`src/shared/llp_pkg.sv`:
```
// Constants, types and helpers shared by the light-load phase manager.
package llp_pkg;
  // Register map
  localparam logic [7:0] CC_THR_ADDR = 8'hED;
  localparam logic [7:0] CC_THR_RST  = 8'h00;
  // Decoded strap levels of the switching-mode pin
  localparam logic [1:0] STRAP_GND  = 2'h0;
  localparam logic [1:0] STRAP_R68K = 2'h1;
  localparam logic [1:0] STRAP_R33K = 2'h2;
  localparam logic [1:0] STRAP_VCC  = 2'h3;
  // Timing
  localparam int CLK_MHZ       = 100;
  localparam int HOLD_TIME_US  = 1500;
  localparam int BLANK_TIME_US = 200;
  localparam int HOLD_CYCLES   = HOLD_TIME_US * CLK_MHZ;
  localparam int BLANK_CYCLES  = BLANK_TIME_US * CLK_MHZ;
  localparam int SW_DIV_DEF    = 1000;
  localparam logic [3:0] RAMP_STEPS = 4'hF;
  // Phase counts
  localparam logic [2:0] CNT2 = 3'h2;
  localparam logic [2:0] CNT3 = 3'h3;
  localparam logic [2:0] CNT4 = 3'h4;

  typedef enum logic [1:0] {
    LVL_LOW  = 2'h0,
    LVL_MID  = 2'h1,
    LVL_HIGH = 2'h2
  } llp_lvl_t;

  // Mask of phases that run for a given active count
  function automatic logic [3:0] llp_mask(input logic [2:0] cnt);
    case (cnt)
      CNT2:    llp_mask = 4'h3;
      CNT3:    llp_mask = 4'h7;
      default: llp_mask = 4'hF;
    endcase
  endfunction
endpackage

```
`src/llp_tick_div.sv`:
```
// Divider that makes one switching-cycle enable pulse per period.
`timescale 1ns/100ps
module llp_tick_div #(
  parameter int DIV = llp_pkg::SW_DIV_DEF
) (
  input  wire logic i_clk,
  input  wire logic i_reset_n,
  output logic      o_tick
);
  logic [15:0] cnt_r;
  logic [15:0] cnt_nxt;
  logic        tick_nxt;

  // Count down and pulse when the period wraps
  always_comb begin
    tick_nxt = (cnt_r == 16'h0000);
    cnt_nxt  = tick_nxt ? 16'(DIV - 1) : cnt_r - 16'h0001;
  end

  always_ff @(posedge i_clk or negedge i_reset_n) begin
    if (!i_reset_n) begin
      cnt_r  <= 16'h0000;
      o_tick <= 1'b0;
    end else begin
      cnt_r  <= cnt_nxt;
      o_tick <= tick_nxt;
    end
  end
endmodule

```
`src/llp_duty_ramp.sv`:
```
// Duty ramp of a dropping phase: full scale down to zero on switching ticks.
`timescale 1ns/100ps
module llp_duty_ramp (
  input  wire logic       i_clk,
  input  wire logic       i_reset_n,
  input  wire logic       i_tick,
  input  wire logic       i_start,
  input  wire logic       i_abort,
  output logic            o_busy,
  output logic            o_done,
  output logic [3:0]      o_scale
);
  logic [3:0] scale_nxt;
  logic       busy_nxt;
  logic       done_nxt;

  // Abort wins so that a fast add restores full duty at once
  always_comb begin
    scale_nxt = o_scale;
    busy_nxt  = o_busy;
    done_nxt  = 1'b0;
    if (i_abort) begin
      busy_nxt  = 1'b0;
      scale_nxt = llp_pkg::RAMP_STEPS;
    end else if (i_start) begin
      busy_nxt  = 1'b1;
      scale_nxt = llp_pkg::RAMP_STEPS;
    end else if (o_busy && i_tick) begin
      scale_nxt = o_scale - 4'h1;
      if (o_scale == 4'h1) begin
        busy_nxt = 1'b0;
        done_nxt = 1'b1;
      end
    end
  end

  always_ff @(posedge i_clk or negedge i_reset_n) begin
    if (!i_reset_n) begin
      o_scale <= 4'hF;
      o_busy  <= 1'b0;
      o_done  <= 1'b0;
    end else begin
      o_scale <= scale_nxt;
      o_busy  <= busy_nxt;
      o_done  <= done_nxt;
    end
  end
endmodule

```
`src/llp_phase_mgr.sv`:
```
// Light-load phase manager: mode strap, phase drop/add, drop code, loop select.
`timescale 1ns/100ps
module llp_phase_mgr #(
  parameter int HOLD_CYC  = llp_pkg::HOLD_CYCLES,
  parameter int BLANK_CYC = llp_pkg::BLANK_CYCLES,
  parameter int SW_DIV    = llp_pkg::SW_DIV_DEF
) (
  input  wire logic        i_clk,
  input  wire logic        i_reset_n,
  input  wire logic [1:0]  i_mode_strap,
  input  wire logic        i_master,
  input  wire logic        i_max4,
  input  wire logic        i_tri_driver,
  input  wire logic        i_drop_pin_disabled,
  input  wire logic        i_lvl_hi,
  input  wire logic        i_lvl_lo,
  input  wire logic [3:0]  i_peak_near_limit,
  input  wire logic [3:0]  i_zero_current,
  input  wire logic        i_deep_light,
  input  wire logic        i_cc_ref_reached,
  input  wire logic [1:0]  i_code0_lvl,
  input  wire logic        i_code1,
  input  wire logic        i_reg_wr,
  input  wire logic [7:0]  i_reg_addr,
  input  wire logic [7:0]  i_reg_wdata,
  output logic [7:0]       o_reg_rdata,
  output logic [1:0]       o_code0_lvl,
  output logic             o_code1,
  output logic             o_code_oe_n,
  output logic [3:0]       o_pwm_tri,
  output logic [15:0]      o_duty_scale,
  output logic [3:0]       o_lowside_off,
  output logic [3:0]       o_skip,
  output logic             o_oc_blank,
  output logic             o_cc_loop_active,
  output logic [2:0]       o_cc_ref_code,
  output logic             o_ref_src_en,
  output logic [2:0]       o_active_count
);
  typedef enum logic [2:0] {
    ST_RUN  = 3'b001,
    ST_RAMP = 3'b010,
    ST_HOLD = 3'b100
  } llp_state_t;

  // Analog flags pass two flops; only the second stage is read
  logic [11:0] sync1_r;
  logic [11:0] sync2_r;
  always_ff @(posedge i_clk or negedge i_reset_n) begin
    if (!i_reset_n) begin
      sync1_r <= 12'h000;
      sync2_r <= 12'h000;
    end else begin
      sync1_r <= {i_peak_near_limit, i_zero_current, i_lvl_hi,
                  i_lvl_lo, i_deep_light, i_cc_ref_reached};
      sync2_r <= sync1_r;
    end
  end
  logic [3:0] peak_s;
  logic [3:0] zero_s;
  logic       hi_s;
  logic       lo_s;
  logic       deep_s;
  logic       cc_s;
  assign {peak_s, zero_s, hi_s, lo_s, deep_s, cc_s} = sync2_r;

  logic       tick;
  logic       ramp_busy;
  logic       ramp_done;
  logic [3:0] ramp_scale;
  logic       ramp_start;
  logic       ramp_abort;

  llp_tick_div #(.DIV(SW_DIV)) u_div (
    .i_clk     (i_clk),
    .i_reset_n (i_reset_n),
    .o_tick    (tick)
  );

  llp_duty_ramp u_ramp (
    .i_clk     (i_clk),
    .i_reset_n (i_reset_n),
    .i_tick    (tick),
    .i_start   (ramp_start),
    .i_abort   (ramp_abort),
    .o_busy    (ramp_busy),
    .o_done    (ramp_done),
    .o_scale   (ramp_scale)
  );

  // Strap is caught once after reset release, since it is a static setting
  logic strap_done_r;
  logic de_r;
  logic strap_done_nxt;
  logic de_nxt;
  always_comb begin
    strap_done_nxt = 1'b1;
    de_nxt         = de_r;
    if (!strap_done_r) begin
      de_nxt = (i_mode_strap == llp_pkg::STRAP_GND) ||
               (i_mode_strap == llp_pkg::STRAP_R68K);
    end
  end
  always_ff @(posedge i_clk or negedge i_reset_n) begin
    if (!i_reset_n) begin
      strap_done_r <= 1'b0;
      de_r         <= 1'b0;
    end else begin
      strap_done_r <= strap_done_nxt;
      de_r         <= de_nxt;
    end
  end

  // Register: constant-current reference code
  logic [7:0] cc_thr_r;
  logic [7:0] cc_thr_nxt;
  logic [7:0] rdata_nxt;
  logic       reg_hit;
  always_comb begin
    reg_hit    = (i_reg_addr == llp_pkg::CC_THR_ADDR);
    cc_thr_nxt = (i_reg_wr && reg_hit) ? i_reg_wdata : cc_thr_r;
    rdata_nxt  = reg_hit ? cc_thr_r : 8'h00; // Unmapped reads give zero
  end
  always_ff @(posedge i_clk or negedge i_reset_n) begin
    if (!i_reset_n) begin
      cc_thr_r    <= llp_pkg::CC_THR_RST;
      o_reg_rdata <= 8'h00;
    end else begin
      cc_thr_r    <= cc_thr_nxt;
      o_reg_rdata <= rdata_nxt;
    end
  end
  assign o_cc_ref_code = cc_thr_r[2:0];

  // Phase count decision
  llp_state_t  state_r;
  llp_state_t  state_nxt;
  logic [2:0]  count_r;
  logic [2:0]  count_nxt;
  logic [17:0] hold_r;
  logic [17:0] hold_nxt;
  logic [14:0] blank_r;
  logic [14:0] blank_nxt;
  logic [2:0]  max_cnt;
  logic [2:0]  target;
  logic [2:0]  slave_cnt;
  logic        drop_ok;
  logic        fast;

  always_comb begin
    max_cnt = i_max4 ? llp_pkg::CNT4 : llp_pkg::CNT3;
    // Pin disable only matters where the decision is made
    drop_ok = strap_done_r && i_tri_driver &&
              (!i_master || !i_drop_pin_disabled);
    if (i_max4) begin
      target = hi_s ? llp_pkg::CNT4 :
               (lo_s ? llp_pkg::CNT3 : llp_pkg::CNT2);
    end else begin
      target = hi_s ? llp_pkg::CNT3 : llp_pkg::CNT2;
    end
    case ({i_code0_lvl, i_code1})
      {llp_pkg::LVL_MID, 1'b1}:  slave_cnt = llp_pkg::CNT4;
      {llp_pkg::LVL_LOW, 1'b1}:  slave_cnt = llp_pkg::CNT3;
      {llp_pkg::LVL_HIGH, 1'b0}: slave_cnt = llp_pkg::CNT2;
      default:                   slave_cnt = max_cnt;
    endcase
    if (slave_cnt > max_cnt) begin
      slave_cnt = max_cnt;
    end
    fast = i_master && drop_ok &&
           (|(peak_s & llp_pkg::llp_mask(count_r))) &&
           ((count_r != max_cnt) || (state_r == ST_RAMP));
  end

  always_comb begin
    state_nxt  = state_r;
    count_nxt  = count_r;
    hold_nxt   = (hold_r != 18'h00000) ? hold_r - 18'h00001 : hold_r;
    blank_nxt  = (blank_r != 15'h0000) ? blank_r - 15'h0001 : blank_r;
    ramp_start = 1'b0;
    ramp_abort = 1'b0;
    if (!drop_ok) begin
      // Everything runs; any ramp in flight is dropped
      state_nxt  = ST_RUN;
      count_nxt  = max_cnt;
      ramp_abort = ramp_busy;
    end else if (!i_master) begin
      state_nxt = ST_RUN;
      count_nxt = slave_cnt;
    end else if (fast) begin
      state_nxt  = ST_HOLD;
      count_nxt  = max_cnt;
      hold_nxt   = 18'(HOLD_CYC);
      blank_nxt  = 15'(BLANK_CYC);
      ramp_abort = (state_r == ST_RAMP);
    end else begin
      case (state_r)
        ST_RUN: begin
          if (target > count_r) begin
            count_nxt = count_r + 3'h1;
          end else if (target < count_r) begin
            state_nxt  = ST_RAMP;
            ramp_start = 1'b1;
          end
        end
        ST_RAMP: begin
          if (target >= count_r) begin
            state_nxt  = ST_RUN;
            ramp_abort = 1'b1;
          end else if (ramp_done) begin
            state_nxt = ST_RUN;
            count_nxt = count_r - 3'h1;
          end
        end
        ST_HOLD: begin
          count_nxt = max_cnt;
          if (hold_r == 18'h00000) begin
            state_nxt = ST_RUN;
          end
        end
        default: begin
          state_nxt = ST_RUN;
          count_nxt = max_cnt;
        end
      endcase
    end
  end

  always_ff @(posedge i_clk or negedge i_reset_n) begin
    if (!i_reset_n) begin
      state_r <= ST_RUN;
      count_r <= llp_pkg::CNT4;
      hold_r  <= 18'h00000;
      blank_r <= 15'h0000;
    end else begin
      state_r <= state_nxt;
      count_r <= count_nxt;
      hold_r  <= hold_nxt;
      blank_r <= blank_nxt;
    end
  end

  // Per-phase outputs, drop code and loop select
  logic [3:0]  tri_nxt;
  logic [15:0] scale_nxt;
  logic [3:0]  lsoff_nxt;
  logic [3:0]  skip_nxt;
  logic [1:0]  code0_nxt;
  logic        code1_nxt;
  logic [3:0]  mask;
  always_comb begin
    mask    = llp_pkg::llp_mask(count_r);
    tri_nxt = drop_ok ? ~mask : 4'h0;
    for (int i = 0; i < 4; i++) begin
      scale_nxt[i*4 +: 4] = mask[i] ? 4'hF : 4'h0;
    end
    // The phase being dropped is always the highest running one
    if (state_r == ST_RAMP) begin
      scale_nxt[(count_r - 3'h1)*4 +: 4] = ramp_scale;
    end
    lsoff_nxt = de_r ? (zero_s & mask) : 4'h0;
    skip_nxt  = (de_r && deep_s) ? mask : 4'h0;
    if (!drop_ok) begin
      code0_nxt = llp_pkg::LVL_LOW;
      code1_nxt = 1'b0;
    end else begin
      case (count_r)
        llp_pkg::CNT2: begin
          code0_nxt = llp_pkg::LVL_HIGH;
          code1_nxt = 1'b0;
        end
        llp_pkg::CNT3: begin
          code0_nxt = llp_pkg::LVL_LOW;
          code1_nxt = 1'b1;
        end
        default: begin
          code0_nxt = llp_pkg::LVL_MID;
          code1_nxt = 1'b1;
        end
      endcase
    end
  end

  always_ff @(posedge i_clk or negedge i_reset_n) begin
    if (!i_reset_n) begin
      o_pwm_tri        <= 4'h0;
      o_duty_scale     <= 16'hFFFF;
      o_lowside_off    <= 4'h0;
      o_skip           <= 4'h0;
      o_code0_lvl      <= llp_pkg::LVL_LOW;
      o_code1          <= 1'b0;
      o_code_oe_n      <= 1'b1;
      o_cc_loop_active <= 1'b0;
      o_ref_src_en     <= 1'b0;
    end else begin
      o_pwm_tri        <= tri_nxt;
      o_duty_scale     <= scale_nxt;
      o_lowside_off    <= lsoff_nxt;
      o_skip           <= skip_nxt;
      o_code0_lvl      <= code0_nxt;
      o_code1          <= code1_nxt;
      o_code_oe_n      <= !i_master;
      o_cc_loop_active <= cc_s;
      o_ref_src_en     <= 1'b1;
    end
  end
  assign o_oc_blank     = (blank_r != 15'h0000);
  assign o_active_count = count_r;

  // Checks
  no_drop_tri_a: assert property (@(posedge i_clk) disable iff (!i_reset_n)
    !drop_ok |=> (o_pwm_tri == 4'h0))
    else $error("tri-state output without drop permission");
  fast_all_a: assert property (@(posedge i_clk) disable iff (!i_reset_n)
    fast |=> (count_r == $past(max_cnt)) && (state_r == ST_HOLD))
    else $error("fast add did not restore all phases");
  blank_win_a: assert property (@(posedge i_clk) disable iff (!i_reset_n)
    fast |=> o_oc_blank && (blank_r == 15'(BLANK_CYC)))
    else $error("overcurrent blanking not started");
  hold_keep_a: assert property (@(posedge i_clk) disable iff (!i_reset_n)
    (state_r == ST_HOLD) && drop_ok && i_master && (hold_r != 18'h0)
    |=> count_r == $past(max_cnt))
    else $error("phase dropped during re-enable delay");
  ramp_drop_a: assert property (@(posedge i_clk) disable iff (!i_reset_n)
    i_master && $past(drop_ok) && drop_ok && (count_r < $past(count_r))
    |-> $past(ramp_done))
    else $error("phase dropped without a finished ramp");
  add_one_a: assert property (@(posedge i_clk) disable iff (!i_reset_n)
    i_master && drop_ok && !fast && (state_r == ST_RUN) && (target > count_r)
    |=> count_r == $past(count_r) + 3'h1)
    else $error("gradual add not one phase");
  slave_three_a: assert property (@(posedge i_clk) disable iff (!i_reset_n)
    !i_master && drop_ok && (i_code0_lvl == llp_pkg::LVL_LOW) && i_code1
    |=> count_r == llp_pkg::CNT3)
    else $error("slave did not follow three-phase code");
  code_two_a: assert property (@(posedge i_clk) disable iff (!i_reset_n)
    drop_ok && (count_r == llp_pkg::CNT2)
    |=> (o_code0_lvl == llp_pkg::LVL_HIGH) && !o_code1)
    else $error("two-phase code wrong");
  code_dir_a: assert property (@(posedge i_clk) disable iff (!i_reset_n)
    i_master |=> !o_code_oe_n)
    else $error("master not driving code pins");
  de_lowside_a: assert property (@(posedge i_clk) disable iff (!i_reset_n)
    de_r |=> o_lowside_off == $past(zero_s & mask))
    else $error("diode emulation low-side cut missing");
  cc_select_a: assert property (@(posedge i_clk) disable iff (!i_reset_n)
    cc_s |=> o_cc_loop_active)
    else $error("current loop not selected at reference");
  reg_write_a: assert property (@(posedge i_clk) disable iff (!i_reset_n)
    i_reg_wr && reg_hit |=> o_cc_ref_code == $past(i_reg_wdata[2:0]))
    else $error("reference code not written");
  cover_fast: cover property (@(posedge i_clk) disable iff (!i_reset_n)
    fast ##1 (state_r == ST_HOLD));
  cover_ramp: cover property (@(posedge i_clk) disable iff (!i_reset_n)
    (state_r == ST_RAMP) ##1 ramp_done);
  cover_slave: cover property (@(posedge i_clk) disable iff (!i_reset_n)
    !i_master && drop_ok && (count_r == llp_pkg::CNT2));
endmodule

```
`config.mk`:
```
export PLATFORM = sky130hd
export DESIGN_NAME = llp_phase_mgr
export DESIGN_NICKNAME = d
export VERILOG_FILES = /design/src/shared/llp_pkg.sv /design/src/llp_tick_div.sv /design/src/llp_duty_ramp.sv /design/src/llp_phase_mgr.sv
export SDC_FILE = /design/constraint.sdc
export NUM_CORES = 1
export LEC_CHECK = 0
export BUFFER_PORTS_ARGS = -buffer_cell sky130_fd_sc_hd__buf_2
export CAP_MARGIN = 20
export CORE_UTILIZATION = 25
export CTS_CLUSTER_DIAMETER = 60
export DETAILED_ROUTE_END_ITERATION = 7
export SYNTH_ARGS = -nofsm -noshare
export SYNTH_HDL_FRONTEND = slang
export SYNTH_HIERARCHICAL = 1
export SYNTH_SLANG_ARGS = --single-unit
```
`constraint.sdc`:
```
create_clock -name i_clk -period 5.3 [get_ports i_clk]
set_input_delay 0.53 -clock i_clk [delete_from_list [all_inputs] [get_ports i_clk]]
set_output_delay 0.53 -clock i_clk [all_outputs]
set_load 0.005 [all_outputs]
```
# Word level (Yosys, flattened, before mapping)
# Index checks and enable logic that the tools add are counted.
[word_totals] n_memories=0 out_inout_bits=49 ff_bits=137 romBits=0 ramBits=0 latchBits=0 in_bits=40
[op_classes] div=0 n_reduce_logical=24 bitwise=3 n_shift=2 n_mux=69 n_mul=0 n_eq_ne=19 n_lt_le_gt_ge=4 add_sub_neg=8
[op_table] op="18-bit 2-to-1 mux" n=4
[op_table] op="15-bit 2-to-1 mux" n=4
[op_table] op="3-bit 2-to-1 mux" n=18
[op_table] op="4-bit 2-to-1 mux" n=10
[op_table] op="32-bit negation with 34-bit output" n=1
[op_table] op="4-bit by 34-bit variable shift with 16-bit output, first input constant" n=1
[op_table] op="4-bit by 34-bit indexed part select with 16-bit output" n=1
[op_table] op="16-bit 2-to-1 mux" n=2
[op_table] op="5-bit != test, second input constant" n=5
[op_table] op="1-bit 2-to-1 mux" n=23
[op_table] op="18-bit logical NOT" n=1
[op_table] op="3-bit case mux with 3 select lines" n=2
[op_table] op="18-bit nonzero test" n=1
[op_table] op="18-bit by 1-bit subtractor with 18-bit output, second input constant" n=1
[op_table] op="16-bit bitwise mux" n=1
[op_table] op="16-bit logical NOT" n=1
[op_table] op="16-bit by 1-bit subtractor with 16-bit output, second input constant" n=1
[op_table] op="15-bit nonzero test" n=1
[op_table] op="15-bit by 1-bit subtractor with 15-bit output, second input constant" n=1
[op_table] op="3-bit by 2-bit == test with 1-bit output, second input constant" n=4
[op_table] op="4-bit AND" n=2
[op_table] op="8-bit == test, second input constant" n=1
[op_table] op="1-bit logical AND" n=8
[op_table] op="8-bit 2-to-1 mux" n=1
[op_table] op="27 further kinds" n=34

# Depth between registers and ports, before layout
# Gate-level depths: netlist of run 1.
[logic_depth] word_depth=12 mapped_depth=13 depth_no_buf=12

# By module
# The synthesis of run 1 kept the hierarchy.
[by_module_without_submodules] module="llp_phase_mgr" area_each_um2=5003.5 cells_per_inst=443 instances=1
[by_module_without_submodules] module="llp_tick_div" area_each_um2=810.8 cells_per_inst=74 instances=1
[by_module_without_submodules] module="llp_duty_ramp" area_each_um2=307.8 cells_per_inst=29 instances=1

# Worst setup path before layout of run 1
# OpenSTA, ideal clock, no wires.
[synth_path] path_type="reg2reg" from="reg count_r[0] (netlist: o_active_count[0])" to="reg o_duty_scale[10]" setup_time_ns=0.060 stages_incl_launch_ff=13 required_time_ns=5.240 arrival_ns=2.844 period_less_slack_ns=2.904 path_slack_ns=2.396 path_buffers=1 cell_sequence="dfrtp_1 -> clkbuf_1 -> inv_1 -> ha_1 -> xnor2_1 -> nand3_1 -> ha_1 -> nor4bb_1 -> a22oi_1 -> nor4b_2 -> nand3_1 -> nand2_1 -> o21a_1"
[synth_between] elab_chain_cells=5 word_cells_on_any_way=10
[synth_rtl] element="start: declaration" line_no="llp_phase_mgr.sv:138" rtl="logic [2:0] count_r;"
[synth_rtl] element="start signal: assignment" line_no="llp_phase_mgr.sv:232" rtl="count_r <= llp_pkg::CNT4;"
[synth_rtl] element="start signal: assignment" line_no="llp_phase_mgr.sv:237" rtl="count_r <= count_nxt;"
[synth_rtl] element="3-bit by 1-bit subtractor with 4-bit output or 3-bit by 2-bit == test with 1-bit output (tied branches)" line_no="llp_phase_mgr.sv:259, llp_pkg.sv:32"
[synth_rtl] element="32-bit negation with 34-bit output or 4-bit case mux with 2 select lines (tied branches)" line_no="llp_phase_mgr.sv:259, llp_pkg.sv:32"
[synth_rtl] element="4-bit by 34-bit indexed part select with 16-bit output (tied with other cells)" line_no="llp_phase_mgr.sv:259" rtl="scale_nxt[(count_r - 3'h1)*4 +: 4] = ramp_scale;"
[synth_rtl] element="16-bit bitwise mux" line_no="llp_phase_mgr.sv:259"
[synth_rtl] element="16-bit 2-to-1 mux (*)" line_no="llp_phase_mgr.sv:258" rtl="if (state_r == ST_RAMP) begin"
[synth_rtl] element="net scale_nxt[10]" line_no="llp_phase_mgr.sv:245" rtl="logic [15:0] scale_nxt;"
[synth_rtl] element="end signal: assignment" line_no="llp_phase_mgr.sv:297" rtl="o_duty_scale <= scale_nxt;"
[synth_rtl] element="end: declaration" line_no="llp_phase_mgr.sv:31" rtl="output logic [15:0] o_duty_scale,"
# Mark *: on every way through the listed nets, which the timed path passes. The rest lies on a longest branch.
# A chain may end at the register's enable or synchronous reset.

# Final worst setup path of run 1
[layout_path] from="reg count_r[0] (netlist: o_active_count[0])" to="reg u_ramp.o_busy"
[layout_between] elab_chain_cells=11 word_cells_on_any_way=28
[layout_rtl] element="3-bit by 2-bit == test with 1-bit output" line_no="llp_pkg.sv:32" rtl="case (cnt)"
[layout_rtl] element="4-bit case mux with 2 select lines" line_no="llp_pkg.sv:32"
[layout_rtl] element="4-bit AND" line_no="llp_phase_mgr.sv:171" rtl="(|(peak_s & llp_pkg::llp_mask(count_r))) &&"
[layout_rtl] element="4-bit OR reduction" line_no="llp_phase_mgr.sv:171"
[layout_rtl] element="1-bit logical AND" line_no="llp_phase_mgr.sv:170" rtl="fast = i_master && drop_ok &&"
[layout_rtl] element="1-bit logical AND" line_no="llp_phase_mgr.sv:171"
[layout_rtl] element="1-bit 2-to-1 mux (*)" line_no="llp_phase_mgr.sv:190" rtl="end else if (fast) begin"
[layout_rtl] element="1-bit 2-to-1 mux (*)" line_no="llp_phase_mgr.sv:187" rtl="end else if (!i_master) begin"
[layout_rtl] element="1-bit 2-to-1 mux (*)" line_no="llp_phase_mgr.sv:182" rtl="if (!drop_ok) begin"
[layout_rtl] element="net ramp_start" line_no="llp_phase_mgr.sv:71" rtl="logic ramp_start;"
[layout_rtl] element="3-bit nonzero test (no line) or 1-bit 2-to-1 mux (tied branches)"
[layout_rtl] element="2-bit AND reduction (no line) or 1-bit 2-to-1 mux (tied branches)"
[layout_rtl] element="end signal: assignment" line_no="llp_duty_ramp.sv:44" rtl="o_busy <= busy_nxt;"
[layout_rtl] element="end: declaration" line_no="llp_duty_ramp.sv:9" rtl="output logic o_busy,"
# Marks and branches as above.

==> metrics.md, run 1 <==
| Metric | Value |
|---|---|
| Setup Fix Bufs, Post-CTS | 0 |
| Row cnt | 56 |
| GP Congestion | approximately 0.79 |
| DRT antenna net count | 0 |
| Initial antenna violation count | 0 |
| Hold buffer count at cts | 0 |
| Avg WL per Cell | 13.4 um |
| CTS tree | done |
| Rel. slew slack | 40.1% |
| GR Overflow Total | 0 |
| Slew @ Worst Pin | around 0.90 ns |
| Area grow syn2layout | 22.2% |
| Fill count | 2444 |
| DPL Wire Length | 8920 um |
| HP Class | input port to async pin |
| Ys flop type | dfrtp_1 |
| PortBufs | 85 |
| Core area | 0.0238 mm2 |
| Reg2reg start | o_active_count[0] |
| Post-cts resize count | 0 |
| Critical Path RT | 5.64 ns |
| Final design utilization | 31.5% |
| Post-Route WL | 13000 um |
| Multi-input logic area | about 0.0026 mm2 |
| Crit share post-route | a little over three fifths |
| Synthesized area per cell | 11.2 um2 |
| Worst r2r dst | u_ramp/o_busy |
| Post-Syn Instances | 546 |
| Routed via count | 4170 |
| DRC Markers | 0 |
| Status | finished, final reports clean |
| Post-Route Setup TNS | 0 ns |
| Final Hold Fails | 0 |
| Htree depth | 4 |
| Clock transition at path regs | 0.06 ns |
| Arrival @ worst endpoint | 3.67 ns |
| Post-synth EDFFs | 0 |
| Netlist cell types | 70 |
| Final min period | 3.33 ns |
| Power Density | 374 mW/mm2 |
| FF+latch count, synth | 134 |
| Nets@finish | 695 |
| CP Launch Point | o_active_count[0] |
| Number of buffers created by CTS | 17 |
| Setup-failing EPs final | 0 |
| Max-cap violation count | 0 |
| Register-to-Register Setup Slack | ~2.0 ns |
| Vias in the first global route | 4099 |
| Root Driver | clkbuf_16 |
| Initial core utilization | between 20 and 30% |
| CP max FO | 13 |
| DRT Pass-1 Iters | 4 |
| Clock Skew | 0.0107 ns |
| CP endpoint kind | flip-flop |
| Pleak | 3.26 nW |
| Peak supply drop | 0.209 mV |
| Die height | about 160 um |
| FFs w/ async S/R, synth | between 90% and 100% |
| DR iter-0 viols | 211 |
| First-pass GRT wire length | 20800 um |
| Proportion of layout cells with a drive suffix above 1 | 28.1% |
| Die span in x | 158 um |
| CTS max path bufs | 2 |
| Synth Warn # | 6 |
| Mapped Area | a little over 0.006 mm2 |
| IO Pins | 89 |
| Worst Setup EP | u_ramp/o_busy |
| F_max | 300 MHz |
| Largest net degree at the start of global routing | 92 |
| Sequential fraction of the synthesis area | 55.2% |
| Slew Limit Fails | 0 |
| TritonCTS sink count | 134 |
| Fin cells | 968 |
| RSZ-0062 raised after global routing | false |
| Global router's overall resource usage | a little over a tenth |
| Min Hold Slack | 0.183 ns |
| Vias/cell | 4.31 |
| Total power | 2.80 mW |
| Startpoint types | flip-flop |
| Register area | approximately 0.0034 mm2 |
| Worst skew pair latency | 0.42 ns |
| Reg2Reg Depth | 8 |
| Cell count after placement | 935 |
| Die area | 0.0251 mm2 |
| CP Class | flip-flop to flip-flop |
through the flow:
| stage | setup slack, ns | area [um2] |
|---|---|---|
| finish | 1.97 | 7480 |
| global route | 1.70 | 7480 |
| CTS | 1.97 | 7480 |
| detailed placement | 1.97 | 6870 |
| global placement | 2.04 | 6870 |
| floorplan | 2.40 | 6130 |
Yosys cell counts (7+ instances only):
master	number	area share [%]
dfrtp_1	111	45
nor2_1	46	2.8
nand2_1	45	2.8
dfstp_2	23	9.9
xnor2_1	21	3.0
inv_1	20	1.2
ha_1	19	3.9
nor3_1	17	1.4
a21oi_1	16	1.3
o21ai_0	15	1.2
xor2_1	15	2.1
nand3_1	13	1.1
mux2_2	11	2.0
nor4_1	11	1.1
and2_1	10	1.0
or3_1	10	1.0
clkbuf_1	9	0.55
nand2b_1	9	0.92
nor2b_1	9	0.92
o21a_1	9	1.1
or2_2	9	0.92
a21o_1	7	0.86
worst max-delay path: stages (launching register included):
cell and delay, ns:
dfrtp_1 0.53, inv_1 0.25, ha_1 0.31, or3b_4 0.47, a221oi_4 0.50, nor2_2 0.15, nor4_1 0.61, and4b_1 0.28
nor3_2 0.14
power breakdown:
| group | switching, mW | internal, mW |
|---|---|---|
| clock network | 0.464 | 0.742 |
| logic | 0.205 | 0.164 |
| registers | 0.0928 | 1.13 |
| total | 0.762 | 2.04 |
placed cells by master (no fill, tap or decap), drive strengths merged, types with 4 or more instances in the layout:
master  count
nor2       49
xnor2      21
mux2       11
inv        24
xor2       15
buf        86
o21a        9
or3        10
dfstp      23
or2         9
o21ai      19
nor3b       5
or3b        4
a21o        7
nor4bb      5
a21oi      17
nand4       6
nor3       19
nor4       14
clkbuf     17
ha         19
nor2b       9
mux2i       5
a211oi      6
nand3      13
and2       11
nand2      45
dfrtp     111
nand2b      9
clkinv      6
how the worst min path moves through the flow:
stage                        to  depth (start not counted)
2_1_floorplan        blank_r[0]                          0
5_1_grt              sync1_r[8]                          1
3_5_place_dp         sync2_r[7]                          0
4_1_cts              sync1_r[8]                          1
3_3_place_gp         sync2_r[1]                          0
6_report       o_cc_loop_active                          1
cell type report:
class                   instances  share of cell area, %
clock buffers                  17                   5.69
inverters                      21                   1.22
flip-flops and latches        134                   45.2
multi-input cells             375                   34.3
clock inverters                15                   2.36
repair buffers                 86                   5.87
diodes                          1                 0.0335
well taps                     319                   5.34
flip-flops by register name, indices dropped and copies added, names as in the netlist, 4 cells and up:
register,cells
blank_r,15
o_duty_scale,16
sync1_r,12
o_reg_rdata,8
hold_r,18
u_ramp/o_scale,4
o_lowside_off,4
cc_thr_r,8
u_div/cnt_r,16
sync2_r,12
layer usage:
| metal | vias to the layer above | GRT usage [%] | part of all wire [%] |
|---|---|---|---|
| met5 | - | 0 | 0 |
| met3 | 12 | 3.29 | 3.6 |
| met2 | 61 | 17.2 | 47 |
| met4 | 0 | 3.94 | 1.1 |
| met1 | 2021 | 14.1 | 48 |
| li1 | 2076 | - | - |
cell families (layout without fill, tap and decap cells):
kind of cell / count (synthesis) / in the layout / share of synthesized area [%]
AOI/OAI and AO/OA: 76 / 76 / 8.60
xor gates and xnor gates: 36 / 36 / 5.15
adders and majority gates: 20 / 20 / 4.21
buffers and inverters: 38 / 139 / 3.15
DFF: 134 / 134 / 55.2
muxes: 16 / 16 / 2.84
other: 2 / 4 / 0.123
and+or+nand+nor: 224 / 224 / 20.7
Note: power is estimated with default switching activity, not from simulation.
==> run 2: changes to the inputs <==
--- a/config.mk
+++ b/config.mk
@@ -5,6 +5,7 @@
 export SDC_FILE = /design/constraint.sdc
 export NUM_CORES = 1
 export LEC_CHECK = 0
+export ABC_AREA = 1
 export BUFFER_PORTS_ARGS = -buffer_cell sky130_fd_sc_hd__buf_2
 export CAP_MARGIN = 20
 export CORE_UTILIZATION = 25
==> constraint.sdc (replaced) <==
create_clock -name i_clk -period 3.1 [get_ports i_clk]
set_input_delay 0.31 -clock i_clk [delete_from_list [all_inputs] [get_ports i_clk]]
set_output_delay 0.31 -clock i_clk [all_outputs]
set_load 0.005 [all_outputs]
==> metrics.md, run 2 <==
| Metric | Value |
|---|---|
| DR iter-0 viols | 262 |
| Reg2reg start | o_active_count[1] |
| Peak supply drop | 0.254 mV |
| Number of buffers created by CTS | 17 |
| CP Class | flip-flop to flip-flop |
| Adder-cell area share of the yosys netlist | 3.97% |
| Htree depth | 4 |
| Largest regs | hold_r x18, o_duty_scale x16, u_div/cnt_r x16 |
| Pleak | 4.02 nW |
| Post-synth EDFFs | 0 |
| DRC Markers | 0 |
| Sequential power share | 41.4% |
| TritonCTS sink count | 134 |
| Logic pwr share | 15.7% |
| Post-cts resize count | 0 |
| Final min period | roughly 2.7 ns |
| Routed via count | 5138 |
| Clock share of power | between 40% and 50% |
| Top cells by area, synth | dfrtp_1, nand2_1, dfstp_2, inv_1, nor2_1 |
| Slew @ Worst Pin | 0.566 ns |
| Post-Route WL | 13600 um |
| Commonest non-fill, non-tap cell in the layout | nand2_1 |
| Hold buffer count at cts | 12 |
| Synth Area in Simple Gates | 27.7% |
| Core area | 0.0253 mm2 |
| # diodes | 0 |
| Startpoint types | flip-flop |
| GP Congestion | 0.872 |
| Fill count | 2621 |
| Row cnt | 58 |
| Root Driver | clkbuf_16 |
| Vias in the first global route | 4966 |
| Nets@finish | 934 |
| First-pass GRT wire length | about 23000 um |
| CP max FO | 6 |
| CTS max path bufs | 2 |
| GR Overflow Total | 0 |
| Worst Setup EP | o_duty_scale[14] |
| Top cells by count, synth | nand2_1, dfrtp_1, inv_1 |
| PortBufs | 85 |
| Arrival @ worst endpoint | 3.04 ns |
| XOR/XNOR Fraction of Synth Area | 3.24% |
| Psw | between 1.5 and 2 mW |
| Reg2Reg Depth | 15 |
| Proportion of layout cells with a drive suffix above 1 | 19.8% |
| Final Hold Fails | 0 |
| CTS tree | done |
| Vias/cell | 4.22 |
| Setup-failing EPs final | 0 |
| Clock Skew | 0.00796 ns |
| CP endpoint kind | flip-flop |
| DRT Pass-1 Iters | 4 |
| Yosys top cell area share | 42.8% |
| Crit share post-route | 87.2% |
| FFs w/ async S/R, synth | 100% |
| CP Launch Point | o_active_count[1] |
| Post-Syn Instances | about 760 |
| Post-synthesis mux area share | 0% |
| IO Pins | 89 |
| Final design utilization | 31.9% |
| Die span in x | about 160 um |
| Die height | roughly 160 um |
| Mapped Area | 0.00649 mm2 |
| Synthesized area per cell | 8.52 um2 |
| RSZ-0062 raised after global routing | false |
| Register-to-Register Setup Slack | 0.40 ns |
| Setup Fix Bufs, Post-CTS | 0 |
| Avg WL per Cell | 11.2 um |
| Ys flop type | dfrtp_1 |
| Biggest register | hold_r |
| Global router's overall resource usage | 11.0% |
| Worst setup margin | 0.396 ns |
| Clock transition at path regs | 0.07 ns |
| Max-cap violation count | 0 |
| Place WS | 0.401 ns |
| Number of flip-flops in the largest register | 18 |
| Slew Limit Fails | 0 |
| Largest family of logic cells by synthesized area | simple AND/OR/NAND/NOR gates |
| Largest net degree at the start of global routing | 62 |
| Area grow syn2layout | 24.5% |
| Worst r2r dst | o_duty_scale[14] |
| Initial antenna violation count | 0 |
| Sw frac | 30.5% |
| Most frequent cell after synthesis | nand2_1 |
| Worst skew pair latency | about 0.42 ns |
| Netlist cell types | 41 |
| F_max | about 370 MHz |
| Initial core utilization | roughly a quarter |
| Post-Route Setup TNS | 0 ns |
| DPL Wire Length | roughly 9900 um |
| Power Internal | 3.49 mW |
| FF+latch count, synth | between 100 and 150 |
| HP Class | input port to flip-flop |
| DRT antenna net count | 0 |
| Rel. slew slack | 62.3% |
| Critical Path RT | 3.44 ns |
| Synth Warn # | 6 |
| Compound-Gate Fraction of Synth Area | 5.11% |
| Die area | between 0.02 and 0.03 mm2 |
| Status | finished, final reports clean |
| Most frequent cells in the layout | nand2_1, dfrtp_1, inv_1 |
| Sequential fraction of the synthesis area | between 50% and 60% |
| Power Density | 622 mW/mm2 |
| Yosys top cell by area | dfrtp_1 |
-- run 2: area by class of cell --
| type | instances | area [um2] | share of cell area (%) |
|---|---|---|---|
| sequential | 134 | 3380 | 41.9 |
| clock inverter | 15 | 208 | 2.57 |
| tap | 330 | 413 | 5.11 |
| clock buffer | 17 | 425 | 5.27 |
| multi-input combinational | 506 | 2610 | 32.3 |
| inverter | 109 | 409 | 5.06 |
| timing repair buffer | 106 | 632 | 7.82 |
-- run 2: worst max-delay path: stages, from the launching register on --
cell and delay, ns:
dfrtp_1 0.41, inv_1 0.15, ha_1 0.37, nand2_1 0.08, nor2_1 0.18, inv_1 0.07
ha_1 0.35, nand2_1 0.07, nor3_1 0.13, nand3_1 0.09, nand2_1 0.06, nand2_1 0.07
nor2_1 0.12, nand4_1 0.18, nand2_1 0.17, o21ai_0 0.11
-- run 2: power by group through the flow --
| stage | Clock, mW | Combinational, mW | Sequential [mW] |
|---|---|---|---|
| after floorplan | 0 | 0.556 | 2.08 |
| after global placement | 0 | 0.765 | 2.11 |
| after detailed placement | 0 | 0.786 | 2.11 |
| after CTS | 2.22 | 0.800 | 2.08 |
| after global routing | 2.29 | 0.924 | 2.11 |
| final | 2.15 | 0.790 | 2.08 |
-- run 2: logic make-up after synthesis --
group                    after synthesis
AND/OR/NAND/NOR                      398
flip-flops                           134
buffers and inverters                123
AO/OA/AOI/OAI                         61
XOR/XNOR                              24
adder cells (fa/ha/maj)               20
other                                  2
-- run 2: how the worst min path moves through the flow --
| stage | start | to | slack [ns] | depth (start not counted) |
|---|---|---|---|---|
| 6_report | i_cc_ref_reached | sync1_r[0] | 0.03 | 1 |
| 4_1_cts | i_cc_ref_reached | sync1_r[0] | 0.02 | 1 |
| 3_3_place_gp | sync1_r[8] | sync2_r[8] | 0.33 | 0 |
| 3_5_place_dp | sync1_r[5] | sync2_r[5] | 0.33 | 0 |
| 5_1_grt | i_cc_ref_reached | sync1_r[0] | 0.01 | 1 |
| 2_1_floorplan | i_reset_n | blank_r[0] | 0.01 | 0 |
-- run 2: layer usage --
layer / track usage (%) / vias to the layer above / wire (um) / share of wire, %
met3: 2.77 / 17 / 562 / 4.1
met5: 0 / - / 0 / 0
met1: 14.1 / 2403 / 6460 / 47
met2: 18.1 / 87 / 6430 / 47
li1: - / 2631 / - / -
met4: 3.57 / 0 / 172 / 1.3
-- run 2: through the flow --
step	instance area, um2	hold WS, ns	power [mW]	cells
finish	8080	0.0271	5.03	1217
global route	8080	0.0149	5.32	1217
CTS	8080	0.0193	5.11	1217
detailed placement	7330	0.335	2.89	1173
global placement	7330	0.334	2.87	1173
floorplan	6490	0.0144	2.64	763
